--- config.mk ---
export PLATFORM = sky130hd
export DESIGN_NAME = delay_locked_clock_manager
export DESIGN_NICKNAME = d
export VERILOG_FILES = /design/src/verilog/clock_manager_pkg.sv /design/src/verilog/delay_locked_clock_manager.sv
export SDC_FILE = /design/constraint.sdc
export NUM_CORES = 1
export LEC_CHECK = 0
export ABC_AREA = 1
export BUFFER_PORTS_ARGS = -buffer_cell sky130_fd_sc_hd__buf_2
export CAP_MARGIN = 20
export CORE_MARGIN = 5
export CORE_UTILIZATION = 50
export CTS_CLUSTER_SIZE = 25
export DETAILED_ROUTE_END_ITERATION = 10
export HOLD_SLACK_MARGIN = 0.12
export MAX_ROUTING_LAYER = met4
export PLACE_DENSITY = 0.69
export SLEW_MARGIN = 20
export SYNTH_ARGS = -nofsm -noshare
export SYNTH_HDL_FRONTEND = slang
export SYNTH_SLANG_ARGS = --single-unit
--- constraint.sdc ---
create_clock -name core_clk -period 5.7 [get_ports core_clk]
set_input_delay 1.14 -clock core_clk [delete_from_list [all_inputs] [get_ports core_clk]]
set_output_delay 1.14 -clock core_clk [all_outputs]
set_load 0.005 [all_outputs]
--- src/verilog/clock_manager_pkg.sv ---
// Shared constants for the delay-locked clock manager.
// Assumes a 40 MHz core clock and word registers on a 32-bit Avalon-MM slave.
package clock_manager_pkg;
    // Core clock and timing figures
    localparam int CORE_CLK_HZ = 40_000_000;
    localparam int DRIFT_PS = 1000;
    localparam int DRIFT_CYC_RAW = (DRIFT_PS / 1000) * (CORE_CLK_HZ / 1_000_000) / 1000;
    localparam int DRIFT_CYC = (DRIFT_CYC_RAW < 1) ? 1 : DRIFT_CYC_RAW;
    localparam int STOP_LIMIT_US = 100;
    localparam int STOP_LIMIT_CYC = STOP_LIMIT_US * (CORE_CLK_HZ / 1_000_000);
    localparam int LOCK_PERIODS = 16;
    localparam int FLUSH_PERIODS = 2;
    localparam int FILL_PERIODS = 2;

    // Register byte offsets
    localparam logic [3:0] CTRL_OFFSET = 4'h0;
    localparam logic [3:0] STATUS_OFFSET = 4'h4;
    localparam logic [3:0] PERIOD_OFFSET = 4'h8;

    // Control field positions
    localparam int CTRL_DUTY_BIT = 0;
    localparam int CTRL_WAIT_BIT = 1;
    localparam int CTRL_RESET_BIT = 2;
    localparam int CTRL_DIV_LSB = 4;
    localparam int DIV_CODE_W = 3;

    // Control reset values: correction on, no startup hold, ratio 2
    localparam logic CTRL_DUTY_RESET = 1'b1;
    localparam logic CTRL_WAIT_RESET = 1'b0;
    localparam logic [2:0] DIV_CODE_RESET = 3'h1;

    // Status field positions
    localparam int STATUS_LOCK_BIT = 0;
    localparam int STATUS_PAUSE_BIT = 1;
    localparam int STATUS_DONE_BIT = 2;

    // Divide codes 0..7 give ratios 1.5, 2, 2.5, 3, 4, 5, 8, 16
    typedef enum logic [2:0] {
        DIV_1P5 = 3'h0, DIV_2 = 3'h1, DIV_2P5 = 3'h2, DIV_3 = 3'h3,
        DIV_4 = 3'h4, DIV_5 = 3'h5, DIV_8 = 3'h6, DIV_16 = 3'h7
    } divide_ratio_option_t;
endpackage

--- src/verilog/delay_locked_clock_manager.sv ---
// Delay-locked clock manager: measures the source clock and rebuilds phase,
// doubled and divided outputs from the core clock, with lock indication.
// Assumes source_clock_in is synchronous to core_clk and much slower than it.
//
// Contract
// - Default 1x outputs corrected to 50/50
// - Correction off: 1x follows source duty
// - Divided output is 1x over ratio
// - Startup hold keeps done low until locked
// - Lock holds across period drift up to 1ns
// - Lock stays asserted through legal pause
// - Flush then fill outputs around pause
// - Input phase shift reproduced one to four clocks later
// - Reset drops lock within four source cycles
// - Doubled output is 25/75 copy before lock
// - Phase outputs lag by quarter, half, three-quarters
//
// Added by the designer: the Avalon-MM slave port and the register offsets.
`timescale 1ns/1ps
module delay_locked_clock_manager
    import clock_manager_pkg::*;
#(
    parameter int PERIOD_W = 12
) (
    // Clock and reset
    input wire logic core_clk,
    input wire logic resetn,
    // Source clock and unit reset
    input wire logic source_clock_in,
    input wire logic unit_reset,
    // Rebuilt clocks
    output logic deskewed_clock_out,
    output logic quarter_phase_out,
    output logic half_phase_out,
    output logic three_quarter_phase_out,
    output logic doubled_clock_out,
    output logic divided_clock_out,
    // Status
    output logic locked,
    output logic config_done,
    // Avalon-MM slave
    input wire logic [3:0] avs_address,
    input wire logic avs_read,
    input wire logic avs_write,
    input wire logic [31:0] avs_writedata,
    output logic [31:0] avs_readdata,
    output logic avs_waitrequest
);
    import clock_manager_pkg::*;

    localparam int DIV_W = PERIOD_W + 5;

    // Control state
    logic duty_correct;
    logic startup_wait;
    logic soft_reset;
    logic [DIV_CODE_W-1:0] div_code;
    // Measurement state
    logic src_prev;
    logic [PERIOD_W-1:0] since_rise;
    logic [PERIOD_W-1:0] period_ref;
    logic [PERIOD_W-1:0] high_len;
    logic [4:0] stable_cnt;
    logic paused;
    logic [12:0] pause_cnt;
    logic [1:0] flush_cnt;
    logic [1:0] fill_cnt;
    // Output generators
    logic [PERIOD_W-1:0] ph;
    logic [DIV_W-1:0] dv_cnt;
    logic [DIV_W-1:0] div_len;
    logic src_rise;
    logic src_fall;
    logic dll_rst;
    logic out_on;
    logic [PERIOD_W-1:0] half;
    logic [PERIOD_W-1:0] quarter;
    logic [PERIOD_W-1:0] meas;
    logic meas_ok;
    logic bus_take;

    // Half-steps of the divide ratio
    function automatic logic [5:0] ratio_halves(input logic [DIV_CODE_W-1:0] code);
        unique case (divide_ratio_option_t'(code))
            DIV_1P5: ratio_halves = 6'h03;
            DIV_2: ratio_halves = 6'h04;
            DIV_2P5: ratio_halves = 6'h05;
            DIV_3: ratio_halves = 6'h06;
            DIV_4: ratio_halves = 6'h08;
            DIV_5: ratio_halves = 6'h0a;
            DIV_8: ratio_halves = 6'h10;
            DIV_16: ratio_halves = 6'h20;
        endcase
    endfunction

    // One 1x phase: position shifted back by an offset, high for half or source high time
    function automatic logic phase_level(input logic [PERIOD_W-1:0] pos,
                                         input logic [PERIOD_W-1:0] off,
                                         input logic [PERIOD_W-1:0] per,
                                         input logic dcc,
                                         input logic [PERIOD_W-1:0] hi);
        logic [PERIOD_W-1:0] p;
        p = (pos >= off) ? pos - off : pos + per - off;
        phase_level = dcc ? (p < (per >> 1)) : (p < hi);
    endfunction

    // Combined unit reset from pin and register, edges of the source
    assign dll_rst = unit_reset | soft_reset;
    assign src_rise = source_clock_in & ~src_prev;
    assign src_fall = ~source_clock_in & src_prev;
    assign half = period_ref >> 1;
    assign quarter = period_ref >> 2;
    assign meas = since_rise + 1'b1;
    assign meas_ok = (meas >= period_ref ? meas - period_ref : period_ref - meas)
                     <= PERIOD_W'(DRIFT_CYC);
    assign out_on = (flush_cnt != 2'h0 || !paused) && fill_cnt == 2'h0;
    assign div_len = DIV_W'((DIV_W'(period_ref) * DIV_W'(ratio_halves(div_code))) >> 1);
    assign bus_take = (avs_read | avs_write) & ~avs_waitrequest;

    // Source edge history
    always_ff @(posedge core_clk) begin
        if (!resetn) begin
            src_prev <= 1'b0;
        end else begin
            src_prev <= source_clock_in;
        end
    end

    // Period and high-time measurement
    always_ff @(posedge core_clk) begin
        if (!resetn || dll_rst) begin
            since_rise <= '0;
            period_ref <= '0;
            high_len <= '0;
        end else begin
            if (src_rise) begin
                since_rise <= '0;
                if (!paused && !meas_ok) begin
                    period_ref <= meas;
                end
            end else if (since_rise != {PERIOD_W{1'b1}}) begin
                since_rise <= since_rise + 1'b1;
            end
            if (src_fall && !paused) begin
                high_len <= meas;
            end
        end
    end

    // Lock acquisition; a drift within tolerance keeps the count
    always_ff @(posedge core_clk) begin
        if (!resetn || dll_rst) begin
            stable_cnt <= '0;
            locked <= 1'b0;
        end else if (paused && pause_cnt >= 13'(STOP_LIMIT_CYC)) begin
            stable_cnt <= '0;
            locked <= 1'b0;
        end else if (src_rise && !paused) begin
            if (meas_ok && period_ref != '0) begin
                if (stable_cnt != 5'(LOCK_PERIODS)) begin
                    stable_cnt <= stable_cnt + 1'b1;
                end else begin
                    locked <= 1'b1;
                end
            end else begin
                stable_cnt <= '0;
                locked <= 1'b0;
            end
        end
    end

    // Pause detection only once locked: a stale first period must not stall acquisition
    always_ff @(posedge core_clk) begin
        if (!resetn || dll_rst) begin
            paused <= 1'b0;
            pause_cnt <= '0;
        end else if (src_rise) begin
            paused <= 1'b0;
            pause_cnt <= '0;
        end else if (locked && !source_clock_in && period_ref != '0 &&
                     since_rise > period_ref + PERIOD_W'(DRIFT_CYC)) begin
            paused <= 1'b1;
            if (pause_cnt != 13'h1fff) begin
                pause_cnt <= pause_cnt + 1'b1;
            end
        end
    end

    // Flush a few output clocks at a stop, then suppress some after restart
    always_ff @(posedge core_clk) begin
        if (!resetn || dll_rst) begin
            flush_cnt <= 2'(FLUSH_PERIODS);
            fill_cnt <= '0;
        end else begin
            if (!paused) begin
                flush_cnt <= 2'(FLUSH_PERIODS);
            end else if (ph == period_ref - 1'b1 && flush_cnt != 2'h0) begin
                flush_cnt <= flush_cnt - 1'b1;
            end
            if (src_rise && paused) begin
                fill_cnt <= 2'(FILL_PERIODS);
            end else if (src_rise && fill_cnt != 2'h0) begin
                fill_cnt <= fill_cnt - 1'b1;
            end
        end
    end

    // Phase position; realigned at each source rise so shifts pass through
    always_ff @(posedge core_clk) begin
        if (!resetn || dll_rst) begin
            ph <= '0;
        end else if (src_rise || ph + 1'b1 >= period_ref) begin
            ph <= '0;
        end else begin
            ph <= ph + 1'b1;
        end
    end

    // 1x phase outputs
    always_ff @(posedge core_clk) begin
        if (!resetn || dll_rst || period_ref == '0) begin
            deskewed_clock_out <= 1'b0;
            quarter_phase_out <= 1'b0;
            half_phase_out <= 1'b0;
            three_quarter_phase_out <= 1'b0;
        end else begin
            deskewed_clock_out <= out_on &
                phase_level(ph, '0, period_ref, duty_correct, high_len);
            quarter_phase_out <= out_on &
                phase_level(ph, quarter, period_ref, duty_correct, high_len);
            half_phase_out <= out_on &
                phase_level(ph, half, period_ref, duty_correct, high_len);
            three_quarter_phase_out <= out_on &
                phase_level(ph, half + quarter, period_ref, duty_correct, high_len);
        end
    end

    // Doubled output: 25/75 copy before lock, two 50/50 pulses per period after
    always_ff @(posedge core_clk) begin
        if (!resetn || dll_rst || period_ref == '0) begin
            doubled_clock_out <= 1'b0;
        end else if (!locked) begin
            doubled_clock_out <= out_on & (ph < quarter);
        end else begin
            doubled_clock_out <= out_on &
                ((ph < quarter) | (ph >= half && ph < half + quarter));
        end
    end

    // Divided output: period scaled by the ratio, always 50/50
    always_ff @(posedge core_clk) begin
        if (!resetn || dll_rst || period_ref == '0) begin
            dv_cnt <= '0;
            divided_clock_out <= 1'b0;
        end else begin
            dv_cnt <= (dv_cnt + 1'b1 >= div_len) ? '0 : dv_cnt + 1'b1;
            divided_clock_out <= out_on & (dv_cnt < (div_len >> 1));
        end
    end

    // Configuration-done with optional hold until lock
    always_ff @(posedge core_clk) begin
        if (!resetn) begin
            config_done <= 1'b0;
        end else begin
            config_done <= ~startup_wait | locked;
        end
    end

    // Bus: one wait cycle, then answer with waitrequest low for one cycle
    always_ff @(posedge core_clk) begin
        if (!resetn) begin
            avs_waitrequest <= 1'b1;
            avs_readdata <= '0;
        end else if ((avs_read | avs_write) && avs_waitrequest) begin
            avs_waitrequest <= 1'b0;
            avs_readdata <= '0;
            if (avs_read) begin
                unique case (avs_address)
                    CTRL_OFFSET: begin
                        avs_readdata[CTRL_DUTY_BIT] <= duty_correct;
                        avs_readdata[CTRL_WAIT_BIT] <= startup_wait;
                        avs_readdata[CTRL_RESET_BIT] <= soft_reset;
                        avs_readdata[CTRL_DIV_LSB +: DIV_CODE_W] <= div_code;
                    end
                    STATUS_OFFSET: begin
                        avs_readdata[STATUS_LOCK_BIT] <= locked;
                        avs_readdata[STATUS_PAUSE_BIT] <= paused;
                        avs_readdata[STATUS_DONE_BIT] <= config_done;
                    end
                    PERIOD_OFFSET: avs_readdata[PERIOD_W-1:0] <= period_ref;
                    default: avs_readdata <= '0;
                endcase
            end
        end else begin
            avs_waitrequest <= 1'b1;
        end
    end

    // Control register write, taken at the answering edge
    always_ff @(posedge core_clk) begin
        if (!resetn) begin
            duty_correct <= CTRL_DUTY_RESET;
            startup_wait <= CTRL_WAIT_RESET;
            soft_reset <= 1'b0;
            div_code <= DIV_CODE_RESET;
        end else if (bus_take && avs_write && avs_address == CTRL_OFFSET) begin
            duty_correct <= avs_writedata[CTRL_DUTY_BIT];
            startup_wait <= avs_writedata[CTRL_WAIT_BIT];
            soft_reset <= avs_writedata[CTRL_RESET_BIT];
            div_code <= avs_writedata[CTRL_DIV_LSB +: DIV_CODE_W];
        end
    end
endmodule
### Word level (Yosys, flattened, before mapping)

Memories as Yosys holds them, arrays and structs flattened. A register that Yosys moved wholly into a read port is not among the register bits.
Index checks and enable logic that the tools add are counted.

* flip-flop bits (word level): 136
* memory bits (read-only): 48
* input bits: 42
* output and inout port bits: 41
* word-level logic and storage cells: 160
* memories: 1

* add/subtract/negate cells: 19
* multipliers: 1
* magnitude comparators: 21
* equal/unequal tests: 8
* multiplexer cells: 24
* bitwise gates (word level): 19
* reduce and logical (&&, ||, !) cells: 41

Memories
* (name not given): words 8, bits a word 6, read ports 1, clocked after Yosys merged registers in 1, write ports 0, RTL line delay_locked_clock_manager.sv:84 `unique case (divide_ratio_option_t'(code))`

Operators by type and width (number)
* 12-bit 2-to-1 mux: 6
* 12-bit < comparator: 5
* 12-bit by 11-bit < comparator with 1-bit output: 4
* 12-bit subtractor: 4
* 12-bit by 1-bit adder with 12-bit output, second input constant: 3
* 12-bit greater-or-equal comparator: 3
* 12-bit by 10-bit subtractor with 12-bit output: 2
* 12-bit by 11-bit subtractor with 12-bit output: 2
* 17-bit by 1-bit adder with 17-bit output, second input constant: 1
* 17-bit by 16-bit greater-or-equal comparator with 1-bit output: 1
* 17-bit by 15-bit < comparator with 1-bit output: 1
* 12-bit by 6-bit multiplier with 17-bit output: 1
* 1-bit logical AND: 16
* 5-bit 2-to-1 mux: 3
* 13-bit by 1-bit adder with 13-bit output, second input constant: 1
* 13-bit by 12-bit greater-or-equal comparator with 1-bit output, second input constant: 1
* 13-bit inequality test, second input constant: 1
* 11-bit by 10-bit adder with 12-bit output: 1
* 12-bit adder: 1
* 12-bit equality test: 1
* 12-bit by 1-bit greater-or-equal comparator with 1-bit output, second input constant: 1
* 12-bit by 10-bit greater-or-equal comparator with 1-bit output: 1
* 12-bit by 11-bit greater-or-equal comparator with 1-bit output: 1
* 12-bit > comparator: 1
* 28 further kinds: 71

### Depth between registers and ports, before layout

Gate-level depths: netlist of the first run.

* depth after elaboration: 7
* mapped depth: 34
* mapped depth without buffers: 33

### Worst setup path before layout of the first run

No wires, ideal clock.

* path type: flip-flop to flip-flop
* start point: register period_ref[2]
* end point: register three_quarter_phase_out
* setup time: 0.070 ns
* arrival time: 5.277 ns
* data required time: 5.630 ns
* setup slack: 0.353 ns
* stages on the path, launching flop included: 33
* path buffers: 2
* clock period less this slack: 5.347 ns
* cells stage by stage: dfxtp_1 -> clkbuf_1 -> inv_1 -> fa_1 -> o21ai_0 -> a21oi_1 -> o21ai_0 -> a21oi_1 -> o21bai_1 -> nand2_1 -> nand2_1 -> a21oi_1 -> xor2_1 -> ha_1 -> nand2_1 -> nor2_1 -> nand2_1 -> nor2_1 -> nor2_1 -> nand3_1 -> clkbuf_1 -> nand2_1 -> o21ai_0 -> ha_1 -> nand2_1 -> inv_1 -> nand3_1 -> a31oi_1 -> a2111oi_0 -> nand2_1 -> nand2_1 -> nand2_1 -> a21oi_1

* cells in the longest elaborated chain, start to end: 6
* elaborated cells between the ends (all ways): 12
* those cells by class: add/sub: 4; order compare: 3; mux: 2; bitwise: 1; reduce/logical: 2

RTL lines
* start, declared: RTL line delay_locked_clock_manager.sv:61 `logic [PERIOD_W-1:0] period_ref;`
* start signal, assigned: RTL line delay_locked_clock_manager.sv:139 `period_ref <= meas;`
* 12-bit adder or 11-bit by 10-bit adder with 12-bit output (tied branches): RTL line delay_locked_clock_manager.sv:103, delay_locked_clock_manager.sv:234
* 12-bit subtractor or 12-bit greater-or-equal comparator (tied branches): RTL line delay_locked_clock_manager.sv:103 `p = (pos >= off) ? pos - off : pos + per - off;`
* 12-bit 2-to-1 mux: RTL line delay_locked_clock_manager.sv:103
* 12-bit < comparator or 12-bit by 11-bit < comparator with 1-bit output (tied branches): RTL line delay_locked_clock_manager.sv:104 `phase_level = dcc ? (p < (per >> 1)) : (p < hi);`
* 1-bit 2-to-1 mux: RTL line delay_locked_clock_manager.sv:104
* 1-bit AND: RTL line delay_locked_clock_manager.sv:233 `three_quarter_phase_out <= out_on &`
* end signal, assigned: RTL line delay_locked_clock_manager.sv:233
* end, declared: RTL line delay_locked_clock_manager.sv:35 `output logic three_quarter_phase_out,`

Several ways; a longest one is shown, not always the timed one.
A chain may end at the register's enable or synchronous reset.

### Worst setup path after layout of the first run

* start point: register period_ref[8]
* end point: register dv_cnt[8]

* cells in the longest elaborated chain, start to end: 3
* elaborated cells between the ends (all ways): 5
* those cells by class: mul: 1; order compare: 1; reduce/logical: 3

RTL lines
* 12-bit by 6-bit multiplier with 17-bit output or 12-bit logical NOT (tied branches): RTL line delay_locked_clock_manager.sv:117, delay_locked_clock_manager.sv:252
* 17-bit by 16-bit greater-or-equal comparator with 1-bit output or 1-bit logical OR (tied branches): RTL line delay_locked_clock_manager.sv:256, delay_locked_clock_manager.sv:252
* 2-bit OR reduction (no line) *
* end signal, assigned: RTL line delay_locked_clock_manager.sv:256 `dv_cnt <= (dv_cnt + 1'b1 >= div_len) ? '0 : dv_cnt + 1'b1;`
* end, declared: RTL line delay_locked_clock_manager.sv:70 `logic [DIV_W-1:0] dv_cnt;`

Every way passes the cells marked *; elsewhere a longest branch is shown, timed or not.

==> results of run 1 <==
[power breakdown]
group	leakage [nW]	switching, mW	total [mW]	internal (mW)
combinational	8.52	0.829	1.32	0.495
clock	0.290	0.455	1.16	0.702
sequential	0.988	0.0135	0.878	0.865
total	9.80	1.30	3.36	2.06
[worst min-delay path by stage]
| stage | from | endpoint | slack, ps | cells after the start |
|---|---|---|---|---|
| 6_report | pause_cnt[11] | pause_cnt[11] | 460 | 2 |
| 5_1_grt | pause_cnt[11] | pause_cnt[11] | 480 | 2 |
| 4_1_cts | pause_cnt[11] | pause_cnt[11] | 460 | 2 |
| 3_5_place_dp | pause_cnt[11] | pause_cnt[11] | 450 | 2 |
| 3_3_place_gp | avs_readdata[3] | avs_readdata[3] | 450 | 2 |
| 2_1_floorplan | startup_wait | config_done | 430 | 1 |
[per-stage QoR]
step	instance area (um2)	power (mW)	hold slack, ps
floorplan	16600	1.873	428.5
global placement	17450	2.157	449.0
detailed placement	17450	2.192	453.7
CTS	18050	3.354	463.0
global route	18070	3.595	481.5
finish	18070	3.360	459.8
[worst reg2reg max path, stage by stage, from the launching register on]
cell      delay (ps)
dfxtp_1          750
nand2_1          110
inv_1            100
fa_1             420
fa_1             490
inv_1             50
fa_1             530
inv_1             50
ha_1             350
a21oi_1          150
o21ai_0           90
a21oi_1          240
o21a_1           190
xor2_1            90
ha_1             360
nand2_1           80
nor4_1           200
nand4_1          130
nand2_1          130
nand3_1           80
nand2_1           70
nand2_1           50
nand3b_1          70
nand2_1           50
nand2_1           50
buf_4            210
nor2_1            70
[cell type report]
class | instances | area [um2] | area share [%]
inverter | 450 | 1689 | 9.346
timing repair buffer | 94 | 619.3 | 3.427
clock buffer | 19 | 442.9 | 2.451
clock inverter | 12 | 162.7 | 0.9000
multi-input combinational | 1897 | 12160 | 67.26
tap | 442 | 553.0 | 3.060
sequential | 122 | 2450 | 13.56
[routing by layer]
layer  vias up  global-route usage, %  part of all wire (%)
met2       548                  46.57                    46
met5         -                      -                     0
met1      7542                  35.05                    43
met4         0                  11.80                   4.9
li1       8243                      -                     -
met3       148                  3.326                   6.5
[cells by family after synthesis]
kind of cell    after synthesis  synth area share, %
flops                       122                14.78
simple gates                997                25.25
mux                           2               0.1212
other cells                   1              0.02269
fa+ha+maj                   332                27.41
compound gates              429                14.11
xor+xnor                    116                6.148
buf+inv                     509                12.16
[flip-flops by register name, indices dropped and copies added (netlist names), 2 cells and up, named ones only]
register	flops
pause_cnt	13
since_rise	12
fill_cnt	2
stable_cnt	5
high_len	12
ph	12
flush_cnt	2
period_ref	12
dv_cnt	17
div_code	3
avs_readdata	12
[placed cells by master (no fill, tap or decap), types with 17 or more instances in the layout]
cell type,instances
nand2_1,571
inv_1,446
ha_1,282
a21oi_1,228
nor2_1,191
o21ai_0,120
dfxtp_1,116
nand3_1,111
xor2_1,86
buf_4,57
fa_1,50
nor3_1,45
nand4_1,40
buf_2,36
xnor2_1,30
conb_1,21
clkbuf_16,17
==> metrics, run 1 <==
outcome=finished, final reports clean; worst-case reg-to-reg path depth=26; Layout area overhead=9.366%; Placer Congestion=1.009; Final setup viols=0; ys flop type=dfxtp_1; layout cells sized above 1=6.052%; Worst EP required=6020 ps; worst hold path class=reg -> reg; Ports=83; PD cells=185.9 mW/mm2; count leader, synth=nand2_1; hpwl dp=40060 um; synth warn=0; endpoint type of the worst setup path=flip-flop; clock root buffer=clkbuf_16; cts hold-fix bufs=0; cell count after placement=3005; vias in the first global route=15670; Mapped Cells=2508; RSZ-0062 raised after global routing=no; DR WL/cell=16.67 um; worst setup margin=409.8 ps; flop2flop setup slack=410 ps; Remaining DRCs=0; CP startpoint=period_ref[8]; die width=191.8 um; Fin. Hold Viols=0; Worst-Margin Slew=957.0 ps; most used cell, CP=nand2_1; Worst R2R Start=period_ref[8]; worst vdd ir=0.1843 mV; final core occ=55.40%; Seq/Total Area, Yosys=14.78%; reg2reg end=dv_cnt[8]; Inserted Clock Buffers=17; clock skew=14.71 ps; area share of the largest cell type after synthesis=21.35%; DRT Pass-1 Iters=6; Core Area=0.03262 mm2; Finished Layout Cells=3036; clock-pin slew on the worst setup and hold paths=60 ps; crit start category=flip-flop; Worst Setup EP=dv_cnt[8]; Pins Over Slew Limit=0; Post-synth top cells=nand2_1, inv_1, ha_1, a21oi_1, nor2_1; Setup TNS=0 ps; area leader, netlist=ha_1; Gates resized, CTS repair=0; Layout Nets=2956; total global routing overflow=0; Site Rows=66; initial DRC count=1129; Layout fillers=3244; die footprint=0.03679 mm2; Post-Syn Area per Cell=6.589 um2; Seq cells post-synth=122; vias=16480; remaining antenna violation count=0; initial antenna violation count=0; Max FO, Critical Path=16; Post-Route WL=50620 um; P_leak=9.798 nW; Die Y=191.8 um; Unique masters post-synth=50; Post CTS Setup Buffer Count=0; Crit path max-delay family=adder cells; GR Util All Layers=28.20%; CTS tree=built; Fmax achieved=189.0 MHz; WP buf/inv=4; WP depth=26; Post-synth EDFFs=0; PortBufs=36; TritonCTS sink count=122; clock latency on the worst-skew pair=440 ps; ys async rst share=0%; Initial Utilization=50.66%; ant diodes=0; period utilization=92.81%; crit path time final=5290 ps; pre-CTS WS=363.3 ps; Cell Area, Synth=0.01652 mm2; CP Class=reg -> reg; largest net degree at the start of global routing=31; ranking of synthesized cells by area=ha_1, dfxtp_1, nand2_1, inv_1, a21oi_1; slew margin rel.=35.92%; crit-path max cell delay=750 ps; Slowest-stage cell, CP=dfxtp_1; vias per cell=5.429; CP arrival=5610 ps; clk buf depth=2; depth of the CTS H-tree=4; global-route wire length before repair=79630 um; Max-Cap Viols=0
(Power assumes the default switching activity.)
==> run 2, diff against run 1 <==
--- a/config.mk
+++ b/config.mk
@@ -9,12 +9,12 @@
 export BUFFER_PORTS_ARGS = -buffer_cell sky130_fd_sc_hd__buf_2
 export CAP_MARGIN = 20
 export CORE_MARGIN = 5
-export CORE_UTILIZATION = 50
+export CORE_UTILIZATION = 40
 export CTS_CLUSTER_SIZE = 25
 export DETAILED_ROUTE_END_ITERATION = 10
 export HOLD_SLACK_MARGIN = 0.12
 export MAX_ROUTING_LAYER = met4
-export PLACE_DENSITY = 0.69
+export PLACE_DENSITY = 0.55
 export SLEW_MARGIN = 20
 export SYNTH_ARGS = -nofsm -noshare
 export SYNTH_HDL_FRONTEND = slang
==> constraint.sdc (replaced) <==
create_clock -name core_clk -period 4.95 [get_ports core_clk]
set_input_delay 0.99 -clock core_clk [delete_from_list [all_inputs] [get_ports core_clk]]
set_output_delay 0.99 -clock core_clk [all_outputs]
set_load 0.005 [all_outputs]
==> metrics, run 2 (synthesis results as in run 1) <==
ant diodes=0 (unchanged); Fmax achieved=204.7 MHz (was 189.0 MHz); endpoint type of the worst setup path=flip-flop (unchanged); design area=0.01929 mm2 (was 0.01807 mm2); P_leak=10.36 nW (was 9.798 nW); initial antenna violation count=0 (unchanged); PortBufs=36 (unchanged); clock latency on the worst-skew pair=440 ps (about the same); DRT Pass-1 Iters=5 (was 6); DP Area=0.01825 mm2 (was 0.01745 mm2); Hold Crit Endpoint=avs_readdata[2] (was pause_cnt[11]); most frequent cells in the layout=nand2_1, inv_1, ha_1 (unchanged); die width=213.3 um (was 191.8 um); Layout Nets=3062 (was 2956); RSZ-0062 raised after global routing=yes (was no); Biggest register=dv_cnt (unchanged); cts hold-fix bufs=0 (unchanged); initial DRC count=1208 (was 1129); Inserted Clock Buffers=17 (unchanged); Fin. Hold Viols=0 (unchanged); depth of the CTS H-tree=4 (unchanged); crit-path max cell delay=510 ps (was 750 ps); GR Util All Layers=23.93% (was 28.20%); Site Rows=74 (was 66); pre-CTS WS=-231.4 ps (was 363.3 ps); worst-case reg-to-reg path depth=27 (was 26); clock root buffer=clkbuf_16 (unchanged); outcome=finished, final reports clean (unchanged); WHS=467.0 ps (was 459.8 ps); Layout area overhead=16.76% (was 9.366%); final core occ=47.25% (was 55.40%); vias per cell=5.123 (was 5.429); Die Y=213.3 um (was 191.8 um); cell count after placement=3183 (was 3005); Final setup viols=0 (unchanged); crit path time final=4884 ps (was 5290 ps); leading cell type in the layout, fill and taps excluded=nand2_1 (unchanged); clock skew=16.18 ps (was 14.71 ps); CTS tree=built (unchanged); slew margin rel.=38.97% (was 35.92%); Ports=83 (unchanged); Worst EP required=5280 ps (was 6020 ps); largest net degree at the start of global routing=26 (was 31); TritonCTS sink count=122 (unchanged); CP Class=reg -> reg (unchanged); global-route wire length before repair=83100 um (was 79630 um); Initial Utilization=40.47% (was 50.66%); Finished Layout Cells=3233 (was 3036); clk buf depth=2 (unchanged); Post-Route WL=52700 um (was 50620 um); most used cell, CP=nand2_1 (unchanged); Max FO, Critical Path=7 (was 16); period utilization=98.67% (was 92.81%); vias in the first global route=16010 (was 15670); flop2flop setup slack=70 ps (was 410 ps); hold path depth=2 (unchanged); Pins Over Slew Limit=0 (unchanged); number of flip-flops in the largest register=17 (unchanged); Worst-Margin Slew=911.4 ps (was 957.0 ps); worst vdd ir=0.2369 mV (was 0.1843 mV); reg2reg end=dv_cnt[7] (was dv_cnt[8]); hold path start=avs_readdata[2] (was pause_cnt[11]); vias=16560 (was 16480); crit start category=flip-flop (unchanged); die footprint=0.04548 mm2 (was 0.03679 mm2); worst hold path class=reg -> reg (unchanged); hpwl dp=42300 um (was 40060 um); Core Area=0.04083 mm2 (was 0.03262 mm2); Remaining DRCs=0 (unchanged); CP arrival=5210 ps (was 5610 ps); total global routing overflow=0 (unchanged); PD cells=198.5 mW/mm2 (was 185.9 mW/mm2); Crit path max-delay family=adder cells (unchanged); clock-pin slew on the worst setup and hold paths=60 ps (about the same); Max-Cap Viols=0 (unchanged); DR WL/cell=16.30 um (was 16.67 um); Top Registers=dv_cnt (17), pause_cnt (13) (unchanged); layout cells sized above 1=12.29% (was 6.052%); Setup TNS=0 ps (unchanged); Design Power=3.830 mW (was 3.360 mW); remaining antenna violation count=0 (unchanged); Placer Congestion=0.9324 (was 1.009); worst setup margin=65.69 ps (was 409.8 ps); WP buf/inv=5 (was 4); Slowest-stage cell, CP=fa_1 (was dfxtp_1)
-- run 2: report_power, final --
part | internal, mW | leakage [nW] | switching, mW
clock | 0.658 | 0.259 | 0.550
sequential | 0.991 | 0.997 | 0.0157
combinational | 0.635 | 9.11 | 0.981
total | 2.28 | 10.4 | 1.55
-- run 2: worst max-delay path by stage --
stage	startpoint	to	slack [ps]	cells after the start
floorplan	period_ref[3]	dv_cnt[9]	3	31
global placement	period_ref[4]	dv_cnt[9]	-140	27
detailed placement	period_ref[3]	dv_cnt[8]	-230	28
CTS	period_ref[3]	dv_cnt[6]	3	31
global route	flip-flop	dv_cnt[7]	-210	27
finish	flip-flop	dv_cnt[7]	70	27
-- run 2: cell type report --
| cell class | count | area (um2) |
|---|---|---|
| clock buffers | 17 | 425.4 |
| clock inverters | 15 | 132.6 |
| multi-input cells | 1897 | 12420 |
| inverters | 450 | 1693 |
| fillers | 4199 | 21540 |
| flip-flops and latches | 122 | 2494 |
| repair buffers | 200 | 1464 |
| well taps | 532 | 665.6 |
-- run 2: metal layers --
metal	track usage (%)	routed length (um)	vias up
li1	-	-	8444
met1	30.80	24150	7662
met2	39.65	24350	381
met3	3.012	2700	76
met4	7.018	1498	0
met5	-	0	-
-- run 2: tightest hold or removal path, delay by kind of cell, from the launching register on --
family	cells	cell delay (ps)
and+or+nand+nor	1	60
AOI/OAI and AO/OA	1	50
DFF	1	310
-- run 2: what timing repair did --
action / in CTS / in global routing
buffers inserted: 1 / 16
resized for setup: 18 / 89
hold endpoints to repair: 0 / 0
gates cloned: 0 / 1
endpoints found under the setup margin: 17 / 23
pin swaps: 4 / 44
==> run 3, diff against run 2 <==
--- a/config.mk
+++ b/config.mk
@@ -5,7 +5,6 @@
 export SDC_FILE = /design/constraint.sdc
 export NUM_CORES = 1
 export LEC_CHECK = 0
-export ABC_AREA = 1
 export BUFFER_PORTS_ARGS = -buffer_cell sky130_fd_sc_hd__buf_2
 export CAP_MARGIN = 20
 export CORE_MARGIN = 5
==> metrics, run 3 <==
layout cells sized above 1=25.62% (was 12.29%); PortBufs=36 (unchanged); initial DRC count=882 (was 1208); number of flip-flops in the largest register=17 (unchanged); depth of the CTS H-tree=4 (unchanged); crit path time final=5451 ps (was 4884 ps); clock-pin slew on the worst setup and hold paths=70 ps (was 60 ps); area leader, netlist=ha_1 (unchanged); DRT Pass-1 Iters=7 (was 5); Biggest register=dv_cnt (unchanged); sw frac=38.03% (was 40.37%); clock root buffer=clkbuf_16 (unchanged); largest net degree at the start of global routing=27 (was 26); Fmax achieved=183.5 MHz (was 204.7 MHz); DR WL/cell=17.49 um (was 16.30 um); TritonCTS sink count=122 (unchanged); Worst-Margin Slew=848.7 ps (was 911.4 ps); count leader, synth=ha_1 (was nand2_1); outcome=finished with violations (was finished, final reports clean); hpwl dp=39280 um (was 42300 um); most frequent cells in the layout=buf_4, ha_1, inv_1 (was nand2_1, inv_1, ha_1); remaining antenna violation count=0 (unchanged); vias in the first global route=14320 (was 16010); Layout fillers=3627 (was 4199); Fin. Hold Viols=0 (unchanged); Post-synth top cells=ha_1, inv_1, a21oi_1, nor2_1, dfxtp_1 (was nand2_1, inv_1, ha_1, a21oi_1, nor2_1); cell count after placement=2720 (was 3183); GR Util All Layers=22.57% (was 23.93%); DP Area=0.01866 mm2 (was 0.01825 mm2); Pins Over Slew Limit=0 (unchanged); switching power total=1.656 mW (was 1.546 mW); Post-synth EDFFs=0 (unchanged); die footprint=0.04311 mm2 (was 0.04548 mm2); initial antenna violation count=0 (unchanged); clk buf depth=2 (unchanged); Post-Syn Area per Cell=8.138 um2 (was 6.589 um2); vias=14800 (was 16560); Final setup viols=19 (was 0); Layout area overhead=29.84% (was 16.76%); Mapped Cells=1920 (was 2508); Inserted Clock Buffers=17 (unchanged); PD cells=214.7 mW/mm2 (was 198.5 mW/mm2); clock latency on the worst-skew pair=450 ps (was 440 ps); period utilization=110.1% (was 98.67%); Seq/Total Area, Yosys=15.63% (was 14.78%); clock skew=14.89 ps (was 16.18 ps); crit start category=flip-flop (unchanged); Remaining DRCs=0 (unchanged); Layout Nets=2633 (was 3062); Placer Congestion=0.9366 (was 0.9324); CP arrival=5820 ps (was 5210 ps); ranking of synthesized cells by area=ha_1, dfxtp_1, fa_1, xnor2_1, a21oi_1 (was ha_1, dfxtp_1, nand2_1, inv_1, a21oi_1); Post-Route WL=48800 um (was 52700 um); worst vdd ir=0.2273 mV (was 0.2369 mV); global-route wire length before repair=76890 um (was 83100 um); Clk pwr share=29.9% (was 31.5%); Unique masters post-synth=74 (was 50); leading cell type in the layout, fill and taps excluded=buf_4 (was nand2_1); worst setup margin=-501.0 ps (was 65.69 ps); design area=0.02029 mm2 (was 0.01929 mm2); Cell Area, Synth=0.01562 mm2 (was 0.01652 mm2); Max-Cap Viols=0 (unchanged); area share of the largest cell type after synthesis=22.58% (was 21.35%); ys async rst share=0% (unchanged); vias per cell=5.305 (was 5.123); Die Y=207.6 um (was 213.3 um); cell internal pwr=2.699 mW (was 2.284 mW); Worst EP required=5320 ps (was 5280 ps); Site Rows=72 (was 74); pre-CTS WS=-785.4 ps (was -231.4 ps); cts hold-fix bufs=0 (unchanged); endpoint type of the worst setup path=flip-flop (unchanged); die width=207.6 um (was 213.3 um); final core occ=52.50% (was 47.25%); Ports=83 (unchanged); ant diodes=0 (unchanged); slew margin rel.=41.96% (was 38.97%); ys flop type=dfxtp_1 (unchanged); P_leak=9.296 nW (was 10.36 nW); total global routing overflow=0 (unchanged); RSZ-0062 raised after global routing=yes (unchanged); Initial Utilization=40.43% (was 40.47%); Reg power frac=23.1% (was 26.3%); Core Area=0.03865 mm2 (was 0.04083 mm2); CTS tree=built (unchanged); Top Registers=dv_cnt (17), pause_cnt (13) (unchanged); Seq cells post-synth=122 (unchanged); failing checks=setup timing; Finished Layout Cells=2790 (was 3233); Gate power share=47.1% (was 42.2%); WHS=480.9 ps (was 467.0 ps); Max FO, Critical Path=8 (was 7); synth warn=0 (unchanged); CP Class=reg -> reg (unchanged); worst hold path class=reg -> reg (unchanged)
-- run 3: cell count changes in the layout (fill, tap and decap cells not counted), moves of 24 or more --
cell,change
nand2_1,-447
inv_1,-288
buf_4,+170
a21oi_1,-116
xnor2_1,+72
o21ai_0,-65
nor2_1,-64
nand3_1,-63
and2_1,+57
nor2b_1,+55
a21o_1,+49
xor2_1,-30
nand2b_1,+24
-- run 3: power groups by stage --
stage                     Clock [mW]  Combinational [mW]  Sequential (mW)
after global routing            1.38                2.25             1.01
final                           1.30                2.05             1.00
after floorplan                    0                1.12             1.03
after CTS                       1.33                1.87             1.00
after global placement             0                1.73             1.03
after detailed placement           0                1.76             1.03
-- run 3: cell type report --
class / instances / area (um2) / area share, %
Clock buffer: 17 / 425.4 / 2.097
Clock inverter: 15 / 175.2 / 0.8634
Timing Repair Buffer: 376 / 2829 / 13.94
Multi-Input combinational cell: 1590 / 13150 / 64.84
Inverter: 152 / 578.1 / 2.849
Sequential cell: 122 / 2479 / 12.22
Tap cell: 518 / 648.1 / 3.195
-- run 3: cell families after synthesis --
logic type / count (synthesis) / synth area share, %
XOR/XNOR: 163 / 9.137
other: 1 / 0.02400
buffers and inverters: 229 / 6.134
flip-flops: 122 / 15.63
multiplexers: 24 / 1.561
AND/OR/NAND/NOR: 596 / 19.80
adder cells (fa/ha/maj): 334 / 29.12
AO/OA/AOI/OAI: 451 / 18.59
-- run 3: final timing paths --
path                   start         endpoint  slack, ps  cells past startpoint
max reg2reg    period_ref[3]        dv_cnt[3]       -500                     21
min reg2reg  avs_waitrequest  avs_waitrequest        480                      1
max            period_ref[3]        dv_cnt[3]       -500                     21
min          avs_waitrequest  avs_waitrequest        480                      1
-- run 3: per-layer routing --
layer / wire [um] / up-vias / global-route usage [%]
met5: 0 / - / -
met4: 1270 / 0 / 6.501
met3: 1951 / 63 / 2.962
met2: 21790 / 271 / 35.11
met1: 23790 / 7025 / 30.91
li1: - / 7441 / -
-- run 3: critical path, cell delays in order (launching register included) --
cell and delay [ps]:
dfxtp_4 350, buf_8 130, and2_1 140, fa_1 450, fa_1 490, inv_1 50
fa_1 530, inv_1 40, ha_2 170, or4_1 500, and3_4 180, xnor2_2 140
ha_1 300, a21o_1 160, a211o_1 290, o41ai_4 350, o22ai_2 140, a21oi_2 210
a21oi_1 100, o21a_2 270, buf_12 150, nor3b_2 180
-- run 3: what timing repair did --
item / CTS / global route
pin swaps: 57 / 70
gates cloned: 2 / 0
buffers inserted: 23 / 15
setup endpoints to repair: 20 / 20
gates resized for setup: 90 / 83
-- run 3: stage by stage --
stage | TNS [ps] | power, mW
2_1_floorplan | -4686 | 2.145
3_3_place_gp | -10780 | 2.754
3_5_place_dp | -11370 | 2.786
4_1_cts | -7169 | 4.201
5_1_grt | -11980 | 4.631
6_report | -7370 | 4.356
